**src/verilog/tbh_regs.svh**
```systemverilog
// Offsets, field positions, device map and timing for the scan host controller
`ifndef TBH_REGS_SVH
`define TBH_REGS_SVH

// ==========================================================================
// Local register byte offsets
`define TBH_A_CTRL      5'h00
`define TBH_A_CMD       5'h04
`define TBH_A_LEN       5'h08
`define TBH_A_DISC      5'h0c
`define TBH_A_TXD       5'h10
`define TBH_A_RXD       5'h14
`define TBH_A_STAT      5'h18

// ==========================================================================
// Local field positions
`define TBH_CTRL_OP     0
`define TBH_CTRL_OP_W   2
`define TBH_CTRL_GO     2
`define TBH_CTRL_RST    3
`define TBH_LEN_TX      0
`define TBH_LEN_RX      8
`define TBH_LEN_W       6
`define TBH_DISC_TMS    0
`define TBH_DISC_TDO    1
`define TBH_ST_BUSY     0
`define TBH_ST_ERR      1
`define TBH_ST_DSTAT    2
`define TBH_ST_FULL     10
`define TBH_ST_EMPTY    11
`define TBH_ST_TDI      12
`define TBH_ST_TAP      13
`define TBH_ST_LIVE     17
`define TBH_ST_TLR      18
`define TBH_ST_CAP      19
`define TBH_ST_UPD      20

// ==========================================================================
// Device side map and bits
`define TBH_DEV_CMD     3'h0
`define TBH_DEV_STAT    3'h1
`define TBH_DEV_OUT     3'h2
`define TBH_DEV_IN      3'h3
`define TBH_DEV_DISC    3'h4
`define TBH_DS_FULL     6
`define TBH_DS_EMPTY    7
`define TBH_CMD_SRST    7
`define TBH_DC_TCK      0
`define TBH_DC_TMS      1
`define TBH_DC_TDO      2
`define TBH_DC_TRST     3
`define TBH_DC_TDI      4

// ==========================================================================
// Timing
`define TBH_CLK_NS      50
`define TBH_RDY_TMO_NS  12800
`define TBH_RDY_TMO_CYC (`TBH_RDY_TMO_NS / `TBH_CLK_NS)

`endif

```
**src/verilog/tbh_pkg.sv**
```systemverilog
// Types shared by the scan host controller
`default_nettype none
package tbh_pkg;
  typedef enum logic [3:0] {
    TAP_TLR, TAP_RTI, TAP_SDRS, TAP_CDR, TAP_SDR, TAP_E1DR, TAP_PDR, TAP_E2DR,
    TAP_UDR, TAP_SIRS, TAP_CIR, TAP_SIR, TAP_E1IR, TAP_PIR, TAP_E2IR, TAP_UIR
  } tbh_tap_e;
  typedef enum logic [3:0] {
    S_IDLE, S_CMD, S_TX, S_RX, S_SRST, S_POLL, S_DLO, S_DHI, S_DRD, S_DFALL
  } tbh_seq_e;
  typedef enum logic [1:0] {B_IDLE, B_ACT, B_END} tbh_bus_e;
  typedef enum logic [1:0] {OP_SCAN, OP_DISC, OP_SRST, OP_POLL} tbh_op_e;
endpackage : tbh_pkg
`default_nettype wire

```
**src/verilog/tbh_host.sv**
```systemverilog
// Host controller driving a TAP master over its 8-bit ready-handshake bus
// How it works
// RULE_01 - TAP advances on TMS at TCK rise
// RULE_02 - Sixteen states, six stable, ten transient
// RULE_03 - Power-up, reset pin, soft bit reach reset
// RULE_04 - Target in reset loads identify or bypass
// RULE_05 - Capture-DR loads data on leaving edge
// RULE_06 - Shift-DR enables TDO at first fall
// RULE_07 - Exit-DR may reshift; TDO floats after Exit1
// RULE_08 - Data update on fall in Update-DR
// RULE_09 - Capture-IR loads status on leaving edge
// RULE_10 - Shift-IR enables TDO at first fall
// RULE_11 - Exit-IR may reshift; TDO floats after Exit1
// RULE_12 - New instruction current on Update-IR fall
// RULE_13 - Bytes LSB first, partial byte right-justified
// RULE_14 - Command written before any outgoing bytes
// RULE_15 - Full flag bit 6; aborted write dropped
// RULE_16 - Input-only drives TDO high; recirculate echoes
// RULE_17 - Discrete mode bypasses buffers, blocks commands
// RULE_18 - Loopback feeds input buffer, pins held high
// RULE_19 - Empty flag bit 7; bytes LSB first
// RULE_20 - TDI sampling delayed by retime field
// RULE_21 - Output-only scans ignore TDI entirely
// RULE_22 - Any reset restores defaults, clears buffers
`default_nettype none
`include "tbh_regs.svh"
module tbh_host (
  input  wire logic        clock_i,
  input  wire logic        rstn_i,
  input  wire logic        ce_i,
  input  wire logic [4:0]  addr_i,
  input  wire logic [31:0] wdata_i,
  input  wire logic        wr_i,
  input  wire logic        rd_i,
  output logic      [31:0] rdata_o,
  output logic      [2:0]  dev_addr_o,
  output logic      [7:0]  dev_d_o,
  output logic             dev_d_oe_o,
  input  wire logic [7:0]  dev_d_i,
  output logic             dev_read_o,
  output logic             dev_strobe_n_o,
  input  wire logic        dev_rdy_i,
  output logic             dev_rst_n_o,
  output logic             busy_o
);
  // ========================================================================
  // Helpers
  // Next TAP state from current state and TMS
  function automatic tbh_pkg::tbh_tap_e tap_next(tbh_pkg::tbh_tap_e s, logic tms);
    case (s)
      tbh_pkg::TAP_TLR:  return tms ? tbh_pkg::TAP_TLR  : tbh_pkg::TAP_RTI;
      tbh_pkg::TAP_RTI:  return tms ? tbh_pkg::TAP_SDRS : tbh_pkg::TAP_RTI;
      tbh_pkg::TAP_SDRS: return tms ? tbh_pkg::TAP_SIRS : tbh_pkg::TAP_CDR;
      tbh_pkg::TAP_CDR:  return tms ? tbh_pkg::TAP_E1DR : tbh_pkg::TAP_SDR;
      tbh_pkg::TAP_SDR:  return tms ? tbh_pkg::TAP_E1DR : tbh_pkg::TAP_SDR;
      tbh_pkg::TAP_E1DR: return tms ? tbh_pkg::TAP_UDR  : tbh_pkg::TAP_PDR;
      tbh_pkg::TAP_PDR:  return tms ? tbh_pkg::TAP_E2DR : tbh_pkg::TAP_PDR;
      tbh_pkg::TAP_E2DR: return tms ? tbh_pkg::TAP_UDR  : tbh_pkg::TAP_SDR;
      tbh_pkg::TAP_UDR:  return tms ? tbh_pkg::TAP_SDRS : tbh_pkg::TAP_RTI;
      tbh_pkg::TAP_SIRS: return tms ? tbh_pkg::TAP_TLR  : tbh_pkg::TAP_CIR;
      tbh_pkg::TAP_CIR:  return tms ? tbh_pkg::TAP_E1IR : tbh_pkg::TAP_SIR;
      tbh_pkg::TAP_SIR:  return tms ? tbh_pkg::TAP_E1IR : tbh_pkg::TAP_SIR;
      tbh_pkg::TAP_E1IR: return tms ? tbh_pkg::TAP_UIR  : tbh_pkg::TAP_PIR;
      tbh_pkg::TAP_PIR:  return tms ? tbh_pkg::TAP_E2IR : tbh_pkg::TAP_PIR;
      tbh_pkg::TAP_E2IR: return tms ? tbh_pkg::TAP_UIR  : tbh_pkg::TAP_SIR;
      tbh_pkg::TAP_UIR:  return tms ? tbh_pkg::TAP_SDRS : tbh_pkg::TAP_RTI;
      default:           return tbh_pkg::TAP_TLR;
    endcase
  endfunction : tap_next

  // Whole bytes needed for a bit count
  function automatic logic [2:0] nbytes(logic [5:0] bits);
    logic [5:0] s;
    s = bits + 6'h07;
    return s[5:3];
  endfunction : nbytes

  // Discrete-control byte with reset pin kept inactive
  function automatic logic [7:0] disc_byte(logic tck, logic tms, logic tdo);
    logic [7:0] b;
    b = 8'h00;
    b[`TBH_DC_TCK]  = tck;
    b[`TBH_DC_TMS]  = tms;
    b[`TBH_DC_TDO]  = tdo;
    b[`TBH_DC_TRST] = 1'b1;
    return b;
  endfunction : disc_byte

  // ========================================================================
  // Reset release and pin synchronisers
  logic       rst_n;
  logic [8:0] pins_s;
  logic [7:0] d_s;
  logic       rdy_s;

  tbh_sync #(.W(1)) u_rst (
    .clock_i (clock_i), .rstn_i (rstn_i), .ce_i (1'b1), .d_i (1'b1), .q_o (rst_n)
  );
  tbh_sync #(.W(9)) u_pins (
    .clock_i (clock_i), .rstn_i (rst_n), .ce_i (ce_i),
    .d_i ({dev_rdy_i, dev_d_i}), .q_o (pins_s)
  );
  assign d_s   = pins_s[7:0];
  assign rdy_s = pins_s[8];

  // ========================================================================
  // State
  tbh_pkg::tbh_seq_e seq_q;
  tbh_pkg::tbh_bus_e bus_q;
  tbh_pkg::tbh_tap_e tap_q;
  tbh_pkg::tbh_op_e  op_q;
  logic        dev_rst_q, tms_q, tdo_q, err_q, abort_q, tdi_q, live_q, cap_q, upd_q;
  logic        cmd_sent_q;
  logic [7:0]  cmd_q, dstat_q, rbyte_q;
  logic [5:0]  txbits_q, rxbits_q;
  logic [31:0] tx_q, rx_q, rdata_q;
  logic [2:0]  idx_q;
  logic [8:0]  cnt_q;

  // ========================================================================
  // Local register decode
  wire               w_ctrl = wr_i && (addr_i == `TBH_A_CTRL);
  wire               go     = w_ctrl && wdata_i[`TBH_CTRL_GO] && (seq_q == tbh_pkg::S_IDLE);
  wire               w_stat = wr_i && (addr_i == `TBH_A_STAT);
  wire tbh_pkg::tbh_op_e new_op = tbh_pkg::tbh_op_e'(wdata_i[`TBH_CTRL_OP +: `TBH_CTRL_OP_W]);
  wire tbh_pkg::tbh_seq_e first =
      (new_op == tbh_pkg::OP_SCAN) ? tbh_pkg::S_CMD  :
      (new_op == tbh_pkg::OP_DISC) ? tbh_pkg::S_DLO  :
      (new_op == tbh_pkg::OP_SRST) ? tbh_pkg::S_SRST : tbh_pkg::S_POLL;

  // Byte bookkeeping for the scan data words
  wire [2:0]  tx_n   = nbytes(txbits_q);
  wire [2:0]  rx_n   = nbytes(rxbits_q);
  wire [2:0]  idx_up = idx_q + 3'h1;
  wire [5:0]  tx_rem = txbits_q - {idx_q, 3'h0};
  wire [7:0]  tx_msk = (tx_rem >= 6'h08) ? 8'hff : ~(8'hff << tx_rem[2:0]);
  wire [7:0]  tx_byte = tx_q[{idx_q[1:0], 3'h0} +: 8] & tx_msk;  // [RULE_13]
  wire tbh_pkg::tbh_seq_e after_tx = (rx_n != 3'h0) ? tbh_pkg::S_RX : tbh_pkg::S_IDLE;

  // Status word and read selection
  wire [31:0] stat_w = {11'h000, upd_q, cap_q, (tap_q == tbh_pkg::TAP_TLR), live_q,
                        4'(tap_q), tdi_q, dstat_q[`TBH_DS_EMPTY], dstat_q[`TBH_DS_FULL],
                        dstat_q, err_q, busy_o};
  wire [31:0] rsel =
      (addr_i == `TBH_A_CTRL) ? {28'h0000000, dev_rst_q, 1'b0, 2'(op_q)} :
      (addr_i == `TBH_A_CMD)  ? {24'h000000, cmd_q} :
      (addr_i == `TBH_A_LEN)  ? {18'h00000, rxbits_q, 2'h0, txbits_q} :
      (addr_i == `TBH_A_DISC) ? {30'h00000000, tdo_q, tms_q} :
      (addr_i == `TBH_A_TXD)  ? tx_q :
      (addr_i == `TBH_A_RXD)  ? rx_q :
      (addr_i == `TBH_A_STAT) ? stat_w : 32'h00000000;

  // ========================================================================
  // Device access selection per sequencer step
  logic [2:0] acc_addr;
  logic [7:0] acc_wd;
  logic       acc_rd;
  always_comb begin
    acc_addr = `TBH_DEV_CMD;
    acc_wd   = 8'h00;
    acc_rd   = 1'b0;
    case (seq_q)
      tbh_pkg::S_CMD:   acc_wd = cmd_q;
      tbh_pkg::S_SRST:  acc_wd = 8'h01 << `TBH_CMD_SRST;  // [RULE_03]
      tbh_pkg::S_TX: begin
        acc_addr = `TBH_DEV_OUT;
        acc_wd   = tx_byte;
      end
      tbh_pkg::S_RX: begin
        acc_addr = `TBH_DEV_IN;
        acc_rd   = 1'b1;
      end
      tbh_pkg::S_POLL: begin
        acc_addr = `TBH_DEV_STAT;
        acc_rd   = 1'b1;
      end
      tbh_pkg::S_DLO, tbh_pkg::S_DFALL: begin
        acc_addr = `TBH_DEV_DISC;
        acc_wd   = disc_byte(1'b0, tms_q, tdo_q);  // [RULE_17]
      end
      tbh_pkg::S_DHI: begin
        acc_addr = `TBH_DEV_DISC;
        acc_wd   = disc_byte(1'b1, tms_q, tdo_q);
      end
      tbh_pkg::S_DRD: begin
        acc_addr = `TBH_DEV_DISC;
        acc_rd   = 1'b1;
      end
      default: acc_rd = 1'b0;
    endcase
  end

  wire req      = (bus_q == tbh_pkg::B_IDLE) && (seq_q != tbh_pkg::S_IDLE);
  wire tmo      = (cnt_q == 9'(`TBH_RDY_TMO_CYC - 1));
  wire acc_done = ce_i && (bus_q == tbh_pkg::B_END) && (!rdy_s || tmo);
  wire acc_ok   = acc_done && !abort_q;
  wire abort_ev = ce_i && (bus_q == tbh_pkg::B_ACT) && !rdy_s && tmo;

  // ========================================================================
  // Bus engine: strobe held until ready, released early on timeout
  always_ff @(posedge clock_i or negedge rst_n) begin
    if (!rst_n) begin
      bus_q <= tbh_pkg::B_IDLE; dev_strobe_n_o <= 1'b1; dev_d_oe_o <= 1'b0;
      dev_read_o <= 1'b1; dev_addr_o <= 3'h0; dev_d_o <= 8'h00;
      cnt_q <= 9'h000; rbyte_q <= 8'h00; abort_q <= 1'b0;
    end else if (ce_i) begin
      case (bus_q)
        tbh_pkg::B_IDLE: if (req) begin
          bus_q <= tbh_pkg::B_ACT; dev_strobe_n_o <= 1'b0; dev_addr_o <= acc_addr;
          dev_d_o <= acc_wd; dev_read_o <= acc_rd; dev_d_oe_o <= !acc_rd;
          cnt_q <= 9'h000; abort_q <= 1'b0;
        end
        tbh_pkg::B_ACT: if (rdy_s || tmo) begin
          bus_q <= tbh_pkg::B_END; dev_strobe_n_o <= 1'b1; cnt_q <= 9'h000;
          rbyte_q <= d_s; abort_q <= !rdy_s;  // [RULE_15]
        end else begin
          cnt_q <= cnt_q + 9'h001;
        end
        tbh_pkg::B_END: if (!rdy_s || tmo) begin
          bus_q <= tbh_pkg::B_IDLE; dev_d_oe_o <= 1'b0; dev_read_o <= 1'b1;
        end else begin
          cnt_q <= cnt_q + 9'h001;
        end
        default: bus_q <= tbh_pkg::B_IDLE;
      endcase
    end
  end

  // ========================================================================
  // Sequencer: a scan sends command first, then outgoing bytes, then incoming bytes
  always_ff @(posedge clock_i or negedge rst_n) begin
    if (!rst_n) begin
      seq_q <= tbh_pkg::S_IDLE; idx_q <= 3'h0; rx_q <= 32'h00000000;
      dstat_q <= 8'h00; cmd_sent_q <= 1'b0;
    end else if (ce_i) begin
      if (go) begin
        seq_q <= first; idx_q <= 3'h0; cmd_sent_q <= 1'b0;
      end else if (acc_done && abort_q) begin
        seq_q <= tbh_pkg::S_IDLE;
      end else if (acc_ok) begin
        case (seq_q)
          tbh_pkg::S_CMD: begin
            cmd_sent_q <= 1'b1;  // [RULE_14]
            seq_q <= (tx_n != 3'h0) ? tbh_pkg::S_TX : after_tx;
          end
          tbh_pkg::S_TX: if (idx_up < tx_n) begin
            idx_q <= idx_up;  // [RULE_13]
          end else begin
            idx_q <= 3'h0; seq_q <= after_tx;
          end
          tbh_pkg::S_RX: begin
            rx_q[{idx_q[1:0], 3'h0} +: 8] <= rbyte_q;  // [RULE_19]
            idx_q <= idx_up;
            if (idx_up >= rx_n) seq_q <= tbh_pkg::S_IDLE;
          end
          tbh_pkg::S_POLL: begin
            dstat_q <= rbyte_q;  // [RULE_15] [RULE_19]
            seq_q <= tbh_pkg::S_IDLE;
          end
          tbh_pkg::S_DLO:   seq_q <= tbh_pkg::S_DHI;
          tbh_pkg::S_DHI:   seq_q <= tbh_pkg::S_DRD;
          tbh_pkg::S_DRD:   seq_q <= tbh_pkg::S_DFALL;
          default:          seq_q <= tbh_pkg::S_IDLE;
        endcase
      end
    end
  end

  // ========================================================================
  // Local registers written by software
  always_ff @(posedge clock_i or negedge rst_n) begin
    if (!rst_n) begin
      op_q <= tbh_pkg::OP_SCAN; dev_rst_q <= 1'b0; cmd_q <= 8'h00; txbits_q <= 6'h00;
      rxbits_q <= 6'h00; tms_q <= 1'b1; tdo_q <= 1'b1; tx_q <= 32'h00000000; err_q <= 1'b0;
    end else if (ce_i) begin
      if (w_ctrl) begin
        op_q <= new_op; dev_rst_q <= wdata_i[`TBH_CTRL_RST];
      end
      if (wr_i && addr_i == `TBH_A_CMD) cmd_q <= wdata_i[7:0];
      if (wr_i && addr_i == `TBH_A_LEN) begin
        txbits_q <= wdata_i[`TBH_LEN_TX +: `TBH_LEN_W];
        rxbits_q <= wdata_i[`TBH_LEN_RX +: `TBH_LEN_W];
      end
      if (wr_i && addr_i == `TBH_A_DISC) begin
        tms_q <= wdata_i[`TBH_DISC_TMS]; tdo_q <= wdata_i[`TBH_DISC_TDO];
      end
      if (wr_i && addr_i == `TBH_A_TXD) tx_q <= wdata_i;
      // A timeout while the strobe waits for ready sets the error, set wins over a same-cycle clear
      if (abort_ev) err_q <= 1'b1;
      else if (w_stat && wdata_i[`TBH_ST_ERR]) err_q <= 1'b0;
    end
  end

  // ========================================================================
  // TAP state mirror driven by discrete-mode TCK edges
  wire tck_rise = acc_ok && (seq_q == tbh_pkg::S_DHI);
  wire tck_fall = acc_ok && (seq_q == tbh_pkg::S_DFALL);
  wire to_reset = dev_rst_q || (acc_ok && seq_q == tbh_pkg::S_SRST);
  wire in_shift = (tap_q == tbh_pkg::TAP_SDR) || (tap_q == tbh_pkg::TAP_SIR);
  wire in_exit1 = (tap_q == tbh_pkg::TAP_E1DR) || (tap_q == tbh_pkg::TAP_E1IR);
  wire in_upd   = (tap_q == tbh_pkg::TAP_UDR) || (tap_q == tbh_pkg::TAP_UIR);
  wire in_cap   = (tap_q == tbh_pkg::TAP_CDR) || (tap_q == tbh_pkg::TAP_CIR);
  always_ff @(posedge clock_i or negedge rst_n) begin
    if (!rst_n) begin
      tap_q <= tbh_pkg::TAP_TLR; live_q <= 1'b0; tdi_q <= 1'b0;  // [RULE_22]
      cap_q <= 1'b0; upd_q <= 1'b0;
    end else if (ce_i) begin
      if (to_reset) begin
        tap_q <= tbh_pkg::TAP_TLR; live_q <= 1'b0;  // [RULE_03] [RULE_04]
      end else if (tck_rise) begin
        tap_q <= tap_next(tap_q, tms_q);  // [RULE_01] [RULE_02] [RULE_07] [RULE_11]
        if (in_cap) cap_q <= 1'b1;  // [RULE_05] [RULE_09]
      end else if (tck_fall) begin
        if (in_shift) live_q <= 1'b1;  // [RULE_06] [RULE_10]
        else if (in_exit1) live_q <= 1'b0;  // [RULE_07] [RULE_11]
        if (in_upd) upd_q <= 1'b1;  // [RULE_08] [RULE_12]
      end
      if (acc_ok && seq_q == tbh_pkg::S_DRD) tdi_q <= rbyte_q[`TBH_DC_TDI];
      if (go) begin
        cap_q <= 1'b0; upd_q <= 1'b0;
      end
    end
  end

  // Read data stands only in the cycle after the read strobe
  always_ff @(posedge clock_i or negedge rst_n) begin
    if (!rst_n) rdata_q <= 32'h00000000;
    else if (ce_i) rdata_q <= rd_i ? rsel : 32'h00000000;
  end
  assign rdata_o     = rdata_q;
  assign busy_o      = (seq_q != tbh_pkg::S_IDLE);
  assign dev_rst_n_o = !dev_rst_q;  // [RULE_03]
endmodule : tbh_host
`default_nettype wire

```
**src/verilog/tbh_sync.sv**
```systemverilog
// Two flip-flop synchroniser, also used as reset release stage
`default_nettype none
module tbh_sync #(
  parameter int W = 1
) (
  input  wire logic         clock_i,
  input  wire logic         rstn_i,
  input  wire logic         ce_i,
  input  wire logic [W-1:0] d_i,
  output logic      [W-1:0] q_o
);
  logic [W-1:0] meta_q;

  // First stage feeds only the second
  always_ff @(posedge clock_i or negedge rstn_i) begin
    if (!rstn_i) begin
      meta_q <= '0;
      q_o    <= '0;
    end else if (ce_i) begin
      meta_q <= d_i;
      q_o    <= meta_q;
    end
  end
endmodule : tbh_sync
`default_nettype wire

```
**config.mk**
```make
export PLATFORM = sky130hd
export DESIGN_NAME = tbh_host
export DESIGN_NICKNAME = d
export VERILOG_FILES = /design/src/verilog/tbh_pkg.sv /design/src/verilog/tbh_host.sv /design/src/verilog/tbh_sync.sv
export VERILOG_INCLUDE_DIRS = /design/src /design/src/verilog
export SDC_FILE = /design/constraint.sdc
export NUM_CORES = 1
export LEC_CHECK = 0
export ABC_AREA = 1
export BUFFER_PORTS_ARGS = -buffer_cell sky130_fd_sc_hd__buf_4
export CORE_MARGIN = 1
export CORE_UTILIZATION = 35
export CTS_CLUSTER_DIAMETER = 200
export DETAILED_ROUTE_END_ITERATION = 12
export GPL_TIMING_DRIVEN = 0
export SETUP_SLACK_MARGIN = 0.5
export SLEW_MARGIN = 0
export SYNTH_ARGS = -nofsm -noshare
export SYNTH_HDL_FRONTEND = slang
export SYNTH_SLANG_ARGS = --single-unit
```
**constraint.sdc**
```tcl
create_clock -name clock_i -period 15.7 [get_ports clock_i]
set_input_delay 0 -clock clock_i [delete_from_list [all_inputs] [get_ports clock_i]]
set_output_delay 0 -clock clock_i [all_outputs]
set_load 0.1 [all_outputs]
```
Word level (Yosys, flattened, before mapping) --
Index checks and enable logic that the tools add are counted.
Storage, ports and cells: register bits 199, bits of input ports 51, output and inout bits 48, logic and storage cells 254
Operators by class: add/sub/neg operators 6, magnitude comparators 3, equal/unequal tests 45, shift-type cells 4, multiplexer cells 79, bitwise operators 4, reduce and logical (&&, ||, !) cells 81
Operators by type and width (number):
- $mux 32 | 7
- $pmux 4 s12 | 1
- $mux 4 | 11
- $eq 4x4->1 const B | 10
- $pmux 8 s5 | 1
- $bwmux 32 | 1
- $eq 4x3->1 const B | 8
- $reduce_and 4->1 | 8
- $shift 8x7->32 const A | 1
- $shiftx 32x6->8 | 1
- $shiftx 8x7->32 | 1
- $mux 1 | 28
- $mux 9 | 3
- $pmux 9 s3 | 1
- $pmux 4 s6 | 1
- $logic_and 1x1->1 | 21
- $mux 21 | 1
- $mux 3 | 7
- $reduce_bool 2->1 | 10
- $mux 2 | 9
- $reduce_bool 3->1 | 6
- $eq 4x2->1 const B | 4
- $reduce_and 2->1 | 8
- $eq 5x5->1 const B | 3
- 37 further kinds | 70

Logic depth before layout (Yosys ltp) --
Gate-level depths: netlist of the first run.
depth in word-level cells 9, depth in mapped cells 18, gate-level depth less buffers 18

Hierarchy --
From an unflattened synthesis of the first run, not the netlist that was laid out.
Second synthesis, totals: cells, all modules 1235, area, all modules 10059.6 µm²
Modules (own cells, without submodules):
- tbh_host | instances 1, cells an instance 1150, area an instance 9272.6 µm², sequential area each 4484.3 µm²
- tbh_sync at u_pins | instances 1, cells an instance 76, area an instance 710.7 µm², sequential area each 450.4 µm²
- tbh_sync at u_rst | instances 1, cells an instance 9, area an instance 76.3 µm², sequential area each 50.0 µm²

Worst setup path after synthesis of the first run --
OpenSTA, ideal clock, no wires.
path kind reg2reg, from reg cnt_q[0], to reg rx_q[22], library setup time 76 ps, arrival 2512 ps, required time 15624 ps, setup slack 13112 ps, cell stages (with the launch flop) 18, buffers on the path 1, period minus slack after synthesis 2588 ps, path through dfrtp_1 -> ha_1 -> nand2_1 -> nor2_1 -> inv_1 -> nor2_1 -> nand2_1 -> nor3b_1 -> ha_1 -> inv_1 -> a21oi_2 -> nand2_1 -> nor3_4 -> nand2_4 -> nor2_4 -> buf_6 -> nand3_1 -> o21ai_1
On the way: cells in the longest elaborated chain, start to end 6, elaborated cells between the ends (all ways) 7, those cells by class 1 x eq/ne; 1 x bitwise; 5 x reduce/logical
Ends and longest elaborated chain:
- from (decl) | line tbh_host.sv:118 | logic [8:0] cnt_q;
- from (signal assigned) | line tbh_host.sv:217 | cnt_q <= cnt_q + 9'h001;
- from (signal assigned) | line tbh_host.sv:222 | cnt_q <= cnt_q + 9'h001;
- $eq 9x8->1 (*) | line tbh_host.sv:194 | wire tmo = (cnt_q == 9'(`TBH_RDY_TMO_CYC - 1));
- $logic_or 1x1->1 (*) | line tbh_host.sv:195 | wire acc_done = ce_i && (bus_q == tbh_pkg::B_END) && (!rdy_s || tmo);
- $logic_and 1x1->1 (*) | line tbh_host.sv:195
- $logic_and 1x1->1 | line tbh_host.sv:238 | end else if (acc_done && abort_q) begin
- $not 1->1 (no line)
- $reduce_and 5->1 (no line) (*)
- to (signal, indexed assignment) | line tbh_host.sv:252 | rx_q[{idx_q[1:0], 3'h0} +: 8] <= rbyte_q;
- to (decl) | line tbh_host.sv:116 | logic [31:0] tx_q, rx_q, rdata_q;
Mark *: on every way between the ends. The rest lies on a longest branch, timed or not. A chain may end at the register's enable or synchronous reset.

Worst setup path after layout of the first run --
from reg cnt_q[0], to reg tap_q[2]
On the way: cells in the longest elaborated chain, start to end 8, elaborated cells between the ends (all ways) 10, those cells by class 1 x eq/ne; 1 x mux; 8 x reduce/logical
Ends and longest elaborated chain:
- $eq 9x8->1 (*) | line tbh_host.sv:194
- $logic_or 1x1->1 (*) | line tbh_host.sv:195
- $logic_and 1x1->1 (*) | line tbh_host.sv:195
- $logic_and 1x1->1 (*) | line tbh_host.sv:196 | wire acc_ok = acc_done && !abort_q;
- $logic_and 1x1->1 | line tbh_host.sv:298 | wire to_reset = dev_rst_q || (acc_ok && seq_q == tbh_pkg::S_SRST);
- $logic_or 1x1->1 | line tbh_host.sv:298
- $reduce_bool 2->1 (no line)
- $reduce_and 2->1 (no line)
- to (signal assigned) | line tbh_host.sv:311 | tap_q <= tap_next(tap_q, tms_q);
- to (decl) | line tbh_host.sv:110 | tbh_pkg::tbh_tap_e tap_q;
Marks and branches as above.

==> results of run 1 <==
-- layer usage --
metal	vias up	share of wire, %
met5	-	0
met4	0	1.9
met3	37	6.8
met1	4312	46
met2	301	46
li1	4400	-
-- power groups by stage --
stage	registers (mW)	clock network [mW]	logic, mW
finish	0.642	0.470	0.523
global route	0.650	0.494	0.571
floorplan	0.741	0	0.255
global placement	0.659	0	0.490
CTS	0.642	0.478	0.518
detailed placement	0.651	0	0.507
-- cell usage in the layout (no fill, tap or decap), types with 4 or more instances in the layout --
cell type,synthesis,final
o22ai_1,28,28
dfrtp_1,195,194
nand3_1,57,57
a32o_1,11,11
buf_4,1,99
clkinv_8,0,4
a22oi_1,5,5
dfstp_2,4,4
o2111ai_1,4,4
clkbuf_1,34,34
nand4_1,5,5
inv_1,166,166
clkbuf_16,0,17
dlygate4sd3_1,0,45
nor2_1,79,79
a211oi_1,4,4
o21ai_1,4,4
ha_1,19,19
inv_2,4,4
nor3_1,7,7
a21oi_1,67,67
inv_12,0,4
nand2_1,315,315
nand3b_1,4,4
inv_8,0,6
o211ai_1,10,10
o21ai_0,166,166
nor2_2,4,4
a31oi_1,6,6
-- metrics by stage --
stage	total power [mW]	utilization, %	hold slack [ns]
5_1_grt	1.72	44.2	0.0554
3_3_place_gp	1.15	40.0	-0.217
2_1_floorplan	0.997	-	-0.296
6_report	1.63	44.2	0.00154
4_1_cts	1.64	44.2	0.00177
3_5_place_dp	1.16	40.3	-0.215
-- sequential cells by signal, summed over array words and instances, names as in the netlist, 2 cells and up --
register       flops
dev_addr_o         3
dstat_q            8
dev_d_o            8
rbyte_q            8
cmd_q              8
txbits_q           6
tx_q              32
bus_q              2
seq_q              4
u_pins.meta_q      9
rxbits_q           6
u_pins.q_o         9
idx_q              3
rx_q              32
cnt_q              9
tap_q              4
rdata_o           32
op_q               2
-- critical path: cells and delay by family (launching register included) --
family | cells | cell delay [ns]
and+or+nand+nor | 10 | 1.43
AOI/OAI and AO/OA | 3 | 0.60
adders and majority gates | 2 | 0.41
DFF | 1 | 0.40
buffers and inverters | 3 | 0.28
-- kinds of logic after synthesis --
group,after synthesis,synth area share (%)
compound gates,317,18.0
xor+xnor,3,0.265
fa+ha+maj,20,2.60
buf+inv,213,8.35
flops,199,50.3
other cells,1,0.0379
simple gates,485,20.4
-- cell type report --
type,count,area [µm²]
Inverter,172,646
Buffer,41,181
Timing Repair Buffer,146,1270
Multi-Input combinational cell,826,4090
Fill cell,2797,15500
Tap cell,378,473
Clock buffer,17,425
Sequential cell,199,4990
Clock inverter,15,206
-- how the worst max path moves through the flow --
| stage | endpoint | cells after the start | slack [ns] |
|---|---|---|---|
| 2_1_floorplan | abort_q$_DFFE_PN0P_ | 0 | 9.75 |
| 3_3_place_gp | rdata_o[10]$_DFFE_PN0P_ | 0 | 7.26 |
| 3_5_place_dp | tap_q[2]$_DFFE_PN0P_ | 18 | 12.53 |
| 4_1_cts | tap_q[2]$_DFFE_PN0P_ | 18 | 12.51 |
| 5_1_grt | tap_q[2]$_DFFE_PN0P_ | 18 | 12.08 |
| 6_report | tap_q[2]$_DFFE_PN0P_ | 18 | 12.50 |
-- what timing repair did --
item,CTS,global route
endpoints found under the setup margin,0,0
hold buffers,45,0
resized for setup,0,0
endpoints found under the hold margin,62,0
==> reports/qor.json, run 1 <==
{
  "timing.reg2reg.worst_path_depth": 18,
  "grt_start_max_net_pins": 67,
  "power.internal_uw": 941,
  "globalplace.congestion": 0.959,
  "seq_area_frac_synth_pct": 50.3,
  "post-synth-top-count-cell": "nand2_1",
  "routedWlPerCell_um": 17.5,
  "grt_util_all_layers_pct": 22.3,
  "report.final.hold_viol_count": 0,
  "slew_headroom_pct": 40.5,
  "post_synth.cell_area_avg_um2": 8.00,
  "final_nets": 1474,
  "met3_usage_pct": 4.63,
  "timing.critical_path.slowest_stage_cell": "dfrtp_1",
  "grt_pass1_vias": 8615,
  "power.density_cell_area_mw_per_mm2": 133,
  "worst_hold_path.endpoint": "rdata_o[0]$_DFFE_PN0P_",
  "yosys_register_bits": 199,
  "finalWorstSetupSlack_ns": 12.50,
  "drtAntennaViolNets": 0,
  "final_cell_area_mm2": 0.0123,
  "timing.hold.worst_path_depth": 5,
  "vias": 9050,
  "yosysUniqueCellTypes": 49,
  "r2r_setup_slack_ns": 12.50,
  "timing.hold.worst.start": "ce_i",
  "required_ns": 16.07,
  "dp_worst_setup_slack_ns": 12.53,
  "post-route-min-period_ns": 3.20,
  "globalRoute.busiestLayer": "met2",
  "remaining_design_rule_violation_count": 0,
  "dpl_cell_area_mm2": 0.0112,
  "cts.sink_count": 199,
  "launch_point_of_the_critical_path": "cnt_q[0]$_DFFE_PN0P_",
  "synth_area_leaders": "dfrtp_1 (49%), nand2_1 (12%), o21ai_0 (8.4%)",
  "antenna_found_initial": 0,
  "num_antenna_cells": 0,
  "rows": 61,
  "timing.rr.end": "tap_q[2]$_DFFE_PN0P_",
  "number_of_enable_type_register_cells_in_the_synthesized_netlist": 0,
  "data_arrival_time_of_the_critical_path_ns": 3.58,
  "cap_violations": 0,
  "clock_power_share_pct": 28.7,
  "slew_viol_final": 0,
  "tritoncts_clock_tree": "yes",
  "rsz0062_at_grt": "false",
  "p_sw_uw": 694,
  "worst_r2r_startpoint": "cnt_q[0]$_DFFE_PN0P_",
  "syn_inst": 1238,
  "numCtsBuffers": 17,
  "number_of_search_and_repair_iterations_in_the_first_detailed_routing_pass": 5,
  "timing.setup.tns_ns": 0,
  "path_max_fanout": 8,
  "worst_setup_path_end_kind": "flop",
  "sequentialPowerShare_pct": 39.3,
  "design.die.area_mm2": 0.0290,
  "post_synthesis_async_set_or_reset_flop_share_pct": 100,
  "peakVddDrop_uv": 140,
  "detailed_place_hpwl_mm": 23.7,
  "crit_path_largest_cell_delay_ns": 0.40,
  "synth_top_flop_cell": "dfrtp_1",
  "groute.layer.met2.usage_pct": 35.6,
  "synth_area_mm2": 0.00990,
  "dieWidth_um": 170,
  "netlist.area_leader.share_pct": 49.3,
  "num_io_pins": 99,
  "path_cells": "ha_1, nand2_1, nor2_1, inv_1, nor2_1, nand2_1, nor3b_1, ha_1, inv_1, a21oi_2, nand2_1, nor2_1, a21oi_1, nand2_1, nand2_1, inv_1, nand3_1, o21ai_0",
  "post_route_cells_drive_above_1_share_pct": 11.7,
  "ctsLongestPathBuffers": 2,
  "switching_share_pct": 42.4,
  "die_height_um": 170,
  "global_route.overflow_total": 0,
  "critical_path_class": "flop to flop",
  "post-route-period-util_pct": 20.4,
  "place.detailed.instances": 1717,
  "wire_length_of_the_first_global_routing_pass_mm": 48.5,
  "p_comb_share_pct": 32.0,
  "initial_utilization_pct": 35.6,
  "core_area_mm2": 0.0278,
  "global_routing_met1_resource_utilization_pct": 30.6,
  "min-delay-path-class": "primary input to flop",
  "timing.final.setup_violations": 0,
  "path_common_cell": "nand2_1",
  "clk_pin_slew_worst_paths_ns": 0.08,
  "finish.cell_count_without_fillers": 1794,
  "leakagePower_nw": 6.17,
  "synth.top_cells.by_count": "nand2_1 (315), dfrtp_1 (195), inv_1 (166), o21ai_0 (166), nor2_1 (79)",
  "route.detailed.vias_per_inst": 5.04,
  "number_of_buffers_added_for_setup_after_cts": 0,
  "maximum_level_of_the_cts_h_tree": 4,
  "root_buffer": "clkbuf_16",
  "worst_slew_pin_slew_ns": 0.886,
  "status": "complete, no violations",
  "max_clock_freq_mhz": 312,
  "dr.first_iter.drc_count": 821,
  "synth.net_count": 1309,
  "synth_top_cell_by_area": "dfrtp_1",
  "worst_setup_path_start_kind": "flop",
  "io_buffer_count": 98,
  "fin_skew_ns": 0.0145,
  "synth.yosys.warnings": 0,
  "wirelength_mm": 31.4,
  "syn2layout_area_growth_pct": 24.0,
  "clk_latency_ns": 0.45
}
No activity file was read; power rests on OpenSTA's default activity.
==> run 2, diff against run 1 <==
--- a/config.mk
+++ b/config.mk
@@ -6,7 +6,7 @@
 export SDC_FILE = /design/constraint.sdc
 export NUM_CORES = 1
 export LEC_CHECK = 0
-export ABC_AREA = 1
+export ABC_AREA = 0
 export BUFFER_PORTS_ARGS = -buffer_cell sky130_fd_sc_hd__buf_4
 export CORE_MARGIN = 1
 export CORE_UTILIZATION = 35
==> constraint.sdc (replaced) <==
create_clock -name clock_i -period 3.2 [get_ports clock_i]
set_input_delay 0 -clock clock_i [delete_from_list [all_inputs] [get_ports clock_i]]
set_output_delay 0 -clock clock_i [all_outputs]
set_load 0.1 [all_outputs]
==> run 2 against run 1 <==
  * Sequential power increased to 5.1 times the previous value
  * Critical path depth decreased by 9
  * Cell area increased by 4.5%
  * Sequential cell count unchanged
  * Via count decreased by 11%
  * Maximum frequency increased by 20%
  * Hold slack improved by 0.045 ns
  * Critical path type unchanged
==> reports/qor.json, run 2 <==
{
  "status": "complete, no violations",
  "post-route-min-period": {"value": 2.67, "unit": "ns", "change": "-0.534 ns"},
  "detailed_place_hpwl": {"value": 21.8, "unit": "mm", "change": "-7.7%"},
  "routedWlPerCell": {"value": 20.2, "unit": "µm", "change": "+15%"},
  "synth_compound_area_share": {"value": 16.6, "unit": "%", "change": "-1.4 points"},
  "numCtsBuffers": {"value": 17, "change": "unchanged"},
  "synth.yosys.warnings": {"value": 0, "change": "unchanged"},
  "core_area": {"value": 0.0278, "unit": "mm²", "change": "unchanged"},
  "final_nets": {"value": 1165, "change": "-21%"},
  "rsz0062_at_grt": "true",
  "worst_setup_path_end_kind": "flop",
  "yosys_register_bits": {"value": 199, "change": "unchanged"},
  "post_route_cells_drive_above_1_share": {"value": 29.9, "unit": "%", "change": "+18 points"},
  "grt_pass1_vias": {"value": 7911, "change": "-8.2%"},
  "clk_latency": {"value": 0.45, "unit": "ns", "change": "about the same"},
  "slew_headroom": {"value": 36.1, "unit": "%", "change": "-4.3 points"},
  "timing.critical_path.slowest_stage_cell": "dfrtp_2",
  "synth.net_count": {"value": 976, "change": "-25%"},
  "io_buffer_count": {"value": 97, "change": "-1.0%"},
  "num_io_pins": {"value": 99, "change": "unchanged"},
  "dominant_combinational_cell_family_by_area_after_synthesis": "compound AO/OA/AOI/OAI gates",
  "power.density_cell_area": {"value": 671, "unit": "mW/mm²", "change": "+400%"},
  "syn2layout_area_growth_pct": 29.6,
  "critical_path_class": "flop to flop",
  "seq_area_frac_synth": {"value": 50.4, "unit": "%", "change": "about the same"},
  "max_clock_freq": {"value": 375, "unit": "MHz", "change": "+20%"},
  "dr.first_iter.drc_count": {"value": 785, "change": "-4.4%"},
  "globalplace.congestion": {"value": 0.901, "change": "-6.1%"},
  "layout_commonest_cell": "dfrtp_1",
  "vias": {"value": 8064, "change": "-11%"},
  "global_route.overflow_total": {"value": 0, "change": "unchanged"},
  "syn_inst": {"value": 905, "change": "-27%"},
  "path_common_cell": "ha_4",
  "post_synthesis_async_set_or_reset_flop_share": {"value": 100, "unit": "%", "change": "unchanged"},
  "tritoncts_clock_tree": "yes",
  "num_antenna_cells": {"value": 0, "change": "unchanged"},
  "finalWorstSetupSlack": {"value": 0.530, "unit": "ns", "change": "-11.97 ns"},
  "initial_utilization": {"value": 35.6, "unit": "%", "change": "about the same"},
  "timing.hold.worst.start": "wr_i",
  "leakagePower": {"value": 5.61, "unit": "nW", "change": "-9.1%"},
  "ctsLongestPathBuffers": {"value": 2, "change": "unchanged"},
  "maximum_level_of_the_cts_h_tree": {"value": 4, "change": "unchanged"},
  "number_of_search_and_repair_iterations_in_the_first_detailed_routing_pass": {"value": 6, "change": "+1"},
  "post-synth-top-count-cell": "dfrtp_1",
  "clk_pin_slew_worst_paths": {"value": 0.08, "unit": "ns", "change": "about the same"},
  "peakVddDrop": {"value": 304, "unit": "µV", "change": "+120%"},
  "dp_worst_setup_slack": {"value": -0.293, "unit": "ns", "change": "-12.83 ns"},
  "number_of_enable_type_register_cells_in_the_synthesized_netlist": {"value": 0, "change": "unchanged"},
  "wire_length_of_the_first_global_routing_pass": {"value": 46.5, "unit": "mm", "change": "-4.0%"},
  "die_height": {"value": 170, "unit": "µm", "change": "about the same"},
  "path_cells": "ha_4, nor2b_1, or2_4, ha_4, or3b_4, o32ai_4, a311o_2, nand2_2, mux2_4",
  "yosysUniqueCellTypes": {"value": 79, "change": "+61%"},
  "worst_slew_pin_slew": {"value": 0.956, "unit": "ns", "change": "+0.0699 ns"},
  "post-route-period-util": {"value": 83.4, "unit": "%", "change": "+63 points"},
  "grt_util_all_layers": {"value": 21.5, "unit": "%", "change": "-0.81 points"},
  "fin_skew": {"value": 0.00881, "unit": "ns", "change": "-0.00571 ns"},
  "synth_top_cell_by_area": "dfrtp_1",
  "synth.top_cells.by_count": "dfrtp_1 (195), nand2_1 (126), o21ai_0 (71)",
  "launch_point_of_the_critical_path": "idx_q[0]$_DFFE_PN0P_",
  "slew_viol_final": {"value": 0, "change": "unchanged"},
  "yosys.area_share.simple": {"value": 13.2, "unit": "%", "change": "-7.1 points"},
  "grt_start_max_net_pins": {"value": 65, "change": "-3.0%"},
  "place.detailed.instances": {"value": 1383, "change": "-19%"},
  "cts.sink_count": {"value": 199, "change": "unchanged"},
  "path_max_fanout": {"value": 4, "change": "-4"},
  "antenna_found_initial": {"value": 0, "change": "unchanged"},
  "required": {"value": 3.53, "unit": "ns", "change": "-12.54 ns"},
  "hold_slack": {"value": 0.0470, "unit": "ns", "change": "+0.0455 ns"},
  "min-delay-path-class": "primary input to flop",
  "design.die.area": {"value": 0.0290, "unit": "mm²", "change": "about the same"},
  "route.detailed.vias_per_inst": {"value": 5.43, "change": "+7.6%"},
  "synth_area_leaders": "dfrtp_1 (49%), mux2_2 (7.3%), nand2_1 (4.8%)",
  "synth-xor-area-share": {"value": 0.936, "unit": "%", "change": "+0.67 points"},
  "synth_top_flop_cell": "dfrtp_1",
  "synth_adder_area_share": {"value": 2.60, "unit": "%", "change": "about the same"},
  "worst_r2r_startpoint": "idx_q[0]$_DFFE_PN0P_",
  "cap_violations": {"value": 0, "change": "unchanged"},
  "report.final.hold_viol_count": {"value": 0, "change": "unchanged"},
  "timing.final.setup_violations": {"value": 0, "change": "unchanged"},
  "netlist.area_leader.share": {"value": 49.3, "unit": "%", "change": "about the same"},
  "worst_setup_path_start_kind": "flop",
  "rows": {"value": 61, "change": "unchanged"},
  "finish.cell_count_without_fillers": {"value": 1485, "change": "-17%"},
  "post_synth.cell_area_avg": {"value": 10.9, "unit": "µm²", "change": "+37%"},
  "root_buffer": "clkbuf_16",
  "most_frequent_cells_in_the_layout": "dfrtp_1 (190), buf_4 (131), nand2_1 (122), o21ai_0 (69), mux2_2 (62)",
  "wirelength": {"value": 30.0, "unit": "mm", "change": "-4.6%"},
  "drtAntennaViolNets": {"value": 0, "change": "unchanged"},
  "remaining_design_rule_violation_count": {"value": 0, "change": "unchanged"},
  "dieWidth": {"value": 170, "unit": "µm", "change": "about the same"},
  "synth_area": {"value": 0.00990, "unit": "mm²", "change": "about the same"},
  "synth.mux.area_fraction": {"value": 12.7, "unit": "%", "change": "+13 points"},
  "data_arrival_time_of_the_critical_path": {"value": 3.00, "unit": "ns", "change": "-0.58 ns"},
  "crit_path_largest_cell_delay": {"value": 0.48, "unit": "ns", "change": "+0.08 ns"}
}
==> run 2: cell types whose count changed in the layout (fill, tap and decap cells not counted), sizes merged, moves of 14 or more <==
cell,delta
nand2,-190
a22o,+15
nor2,-58
buf,+44
o22ai,-23
o21ai,-98
a21oi,-44
mux2,+92
a222oi,+14
o2bb2ai,+19
nand2b,+15
inv,-149
a22oi,+16
nand3,-39
==> run 2: cell type report <==
type	count	area (µm²)
Fill cell	2639	15000
Sequential cell	199	4990
Multi-Input combinational cell	629	4880
Timing Repair Buffer	170	1460
Tap cell	378	473
Clock buffer	17	425
Buffer	53	307
Clock inverter	15	204
Inverter	24	92.6
==> run 2: cells by family (layout without fill, tap and decap cells) <==
| kind of cell | Yosys count | count (layout) |
|---|---|---|
| simple gates | 261 | 261 |
| mux | 103 | 103 |
| flops | 199 | 199 |
| fa+ha+maj | 20 | 20 |
| compound gates | 235 | 235 |
| buf+inv | 77 | 279 |
| xor+xnor | 9 | 9 |
| other cells | 1 | 1 |
==> run 2: what timing repair did <==
action	in CTS	in global routing
setup endpoints to repair	70	67
resized for setup	44	35
setup buffers	21	6
hold buffers	43	0
pin swaps	8	8
hold endpoints to repair	69	0
==> run 2: final timing paths <==
check | end | slack (ns) | cells past startpoint
max | seq_q[2]$_DFFE_PN0P_ | 0.53 | 9
min | seq_q[0]$_DFFE_PN0P_ | 0.05 | 4
max in group asynchronous | tdo_q$_DFFE_PN1P_ | 1.89 | 2
min in group asynchronous | rdata_o[24]$_DFFE_PN0P_ | 0.31 | 0
min reg2reg | rdata_o[24]$_DFFE_PN0P_ | 0.31 | 0
max reg2reg | seq_q[2]$_DFFE_PN0P_ | 0.53 | 9
==> run 2: metal layers <==
layer	up-vias	wire, µm	GRT usage (%)
met4	0	1030	8.38
met2	289	13500	33.1
met5	-	0	0
met1	4001	13400	29.8
li1	3728	-	-
met3	46	1990	4.02
==> run 2: report_power, final <==
part	switching [mW]	internal [mW]	total (mW)
combinational	1.86	1.14	3.00
sequential	0.437	2.86	3.30
clock	1.10	1.20	2.31
total	3.40	5.21	8.61
==> run 2: metrics by stage <==
step	setup TNS, ns	power, mW	cell area (µm²)	utilization [%]
2_1_floorplan	0	5.09	9930	-
3_3_place_gp	-6.90	5.87	11100	40.1
3_5_place_dp	-8.34	5.93	11200	40.3
4_1_cts	0	8.52	12700	45.6
5_1_grt	0	9.02	12800	46.2
6_report	0	8.61	12800	46.2
==> run 2: worst max-delay path: cells and delay by family, from the launching register on <==
kind | cells | cell delay, ns
and+or+nand+nor | 4 | 0.89
DFF | 1 | 0.48
muxes | 1 | 0.29
AOI/OAI and AO/OA | 2 | 0.53
adders and majority gates | 2 | 0.36
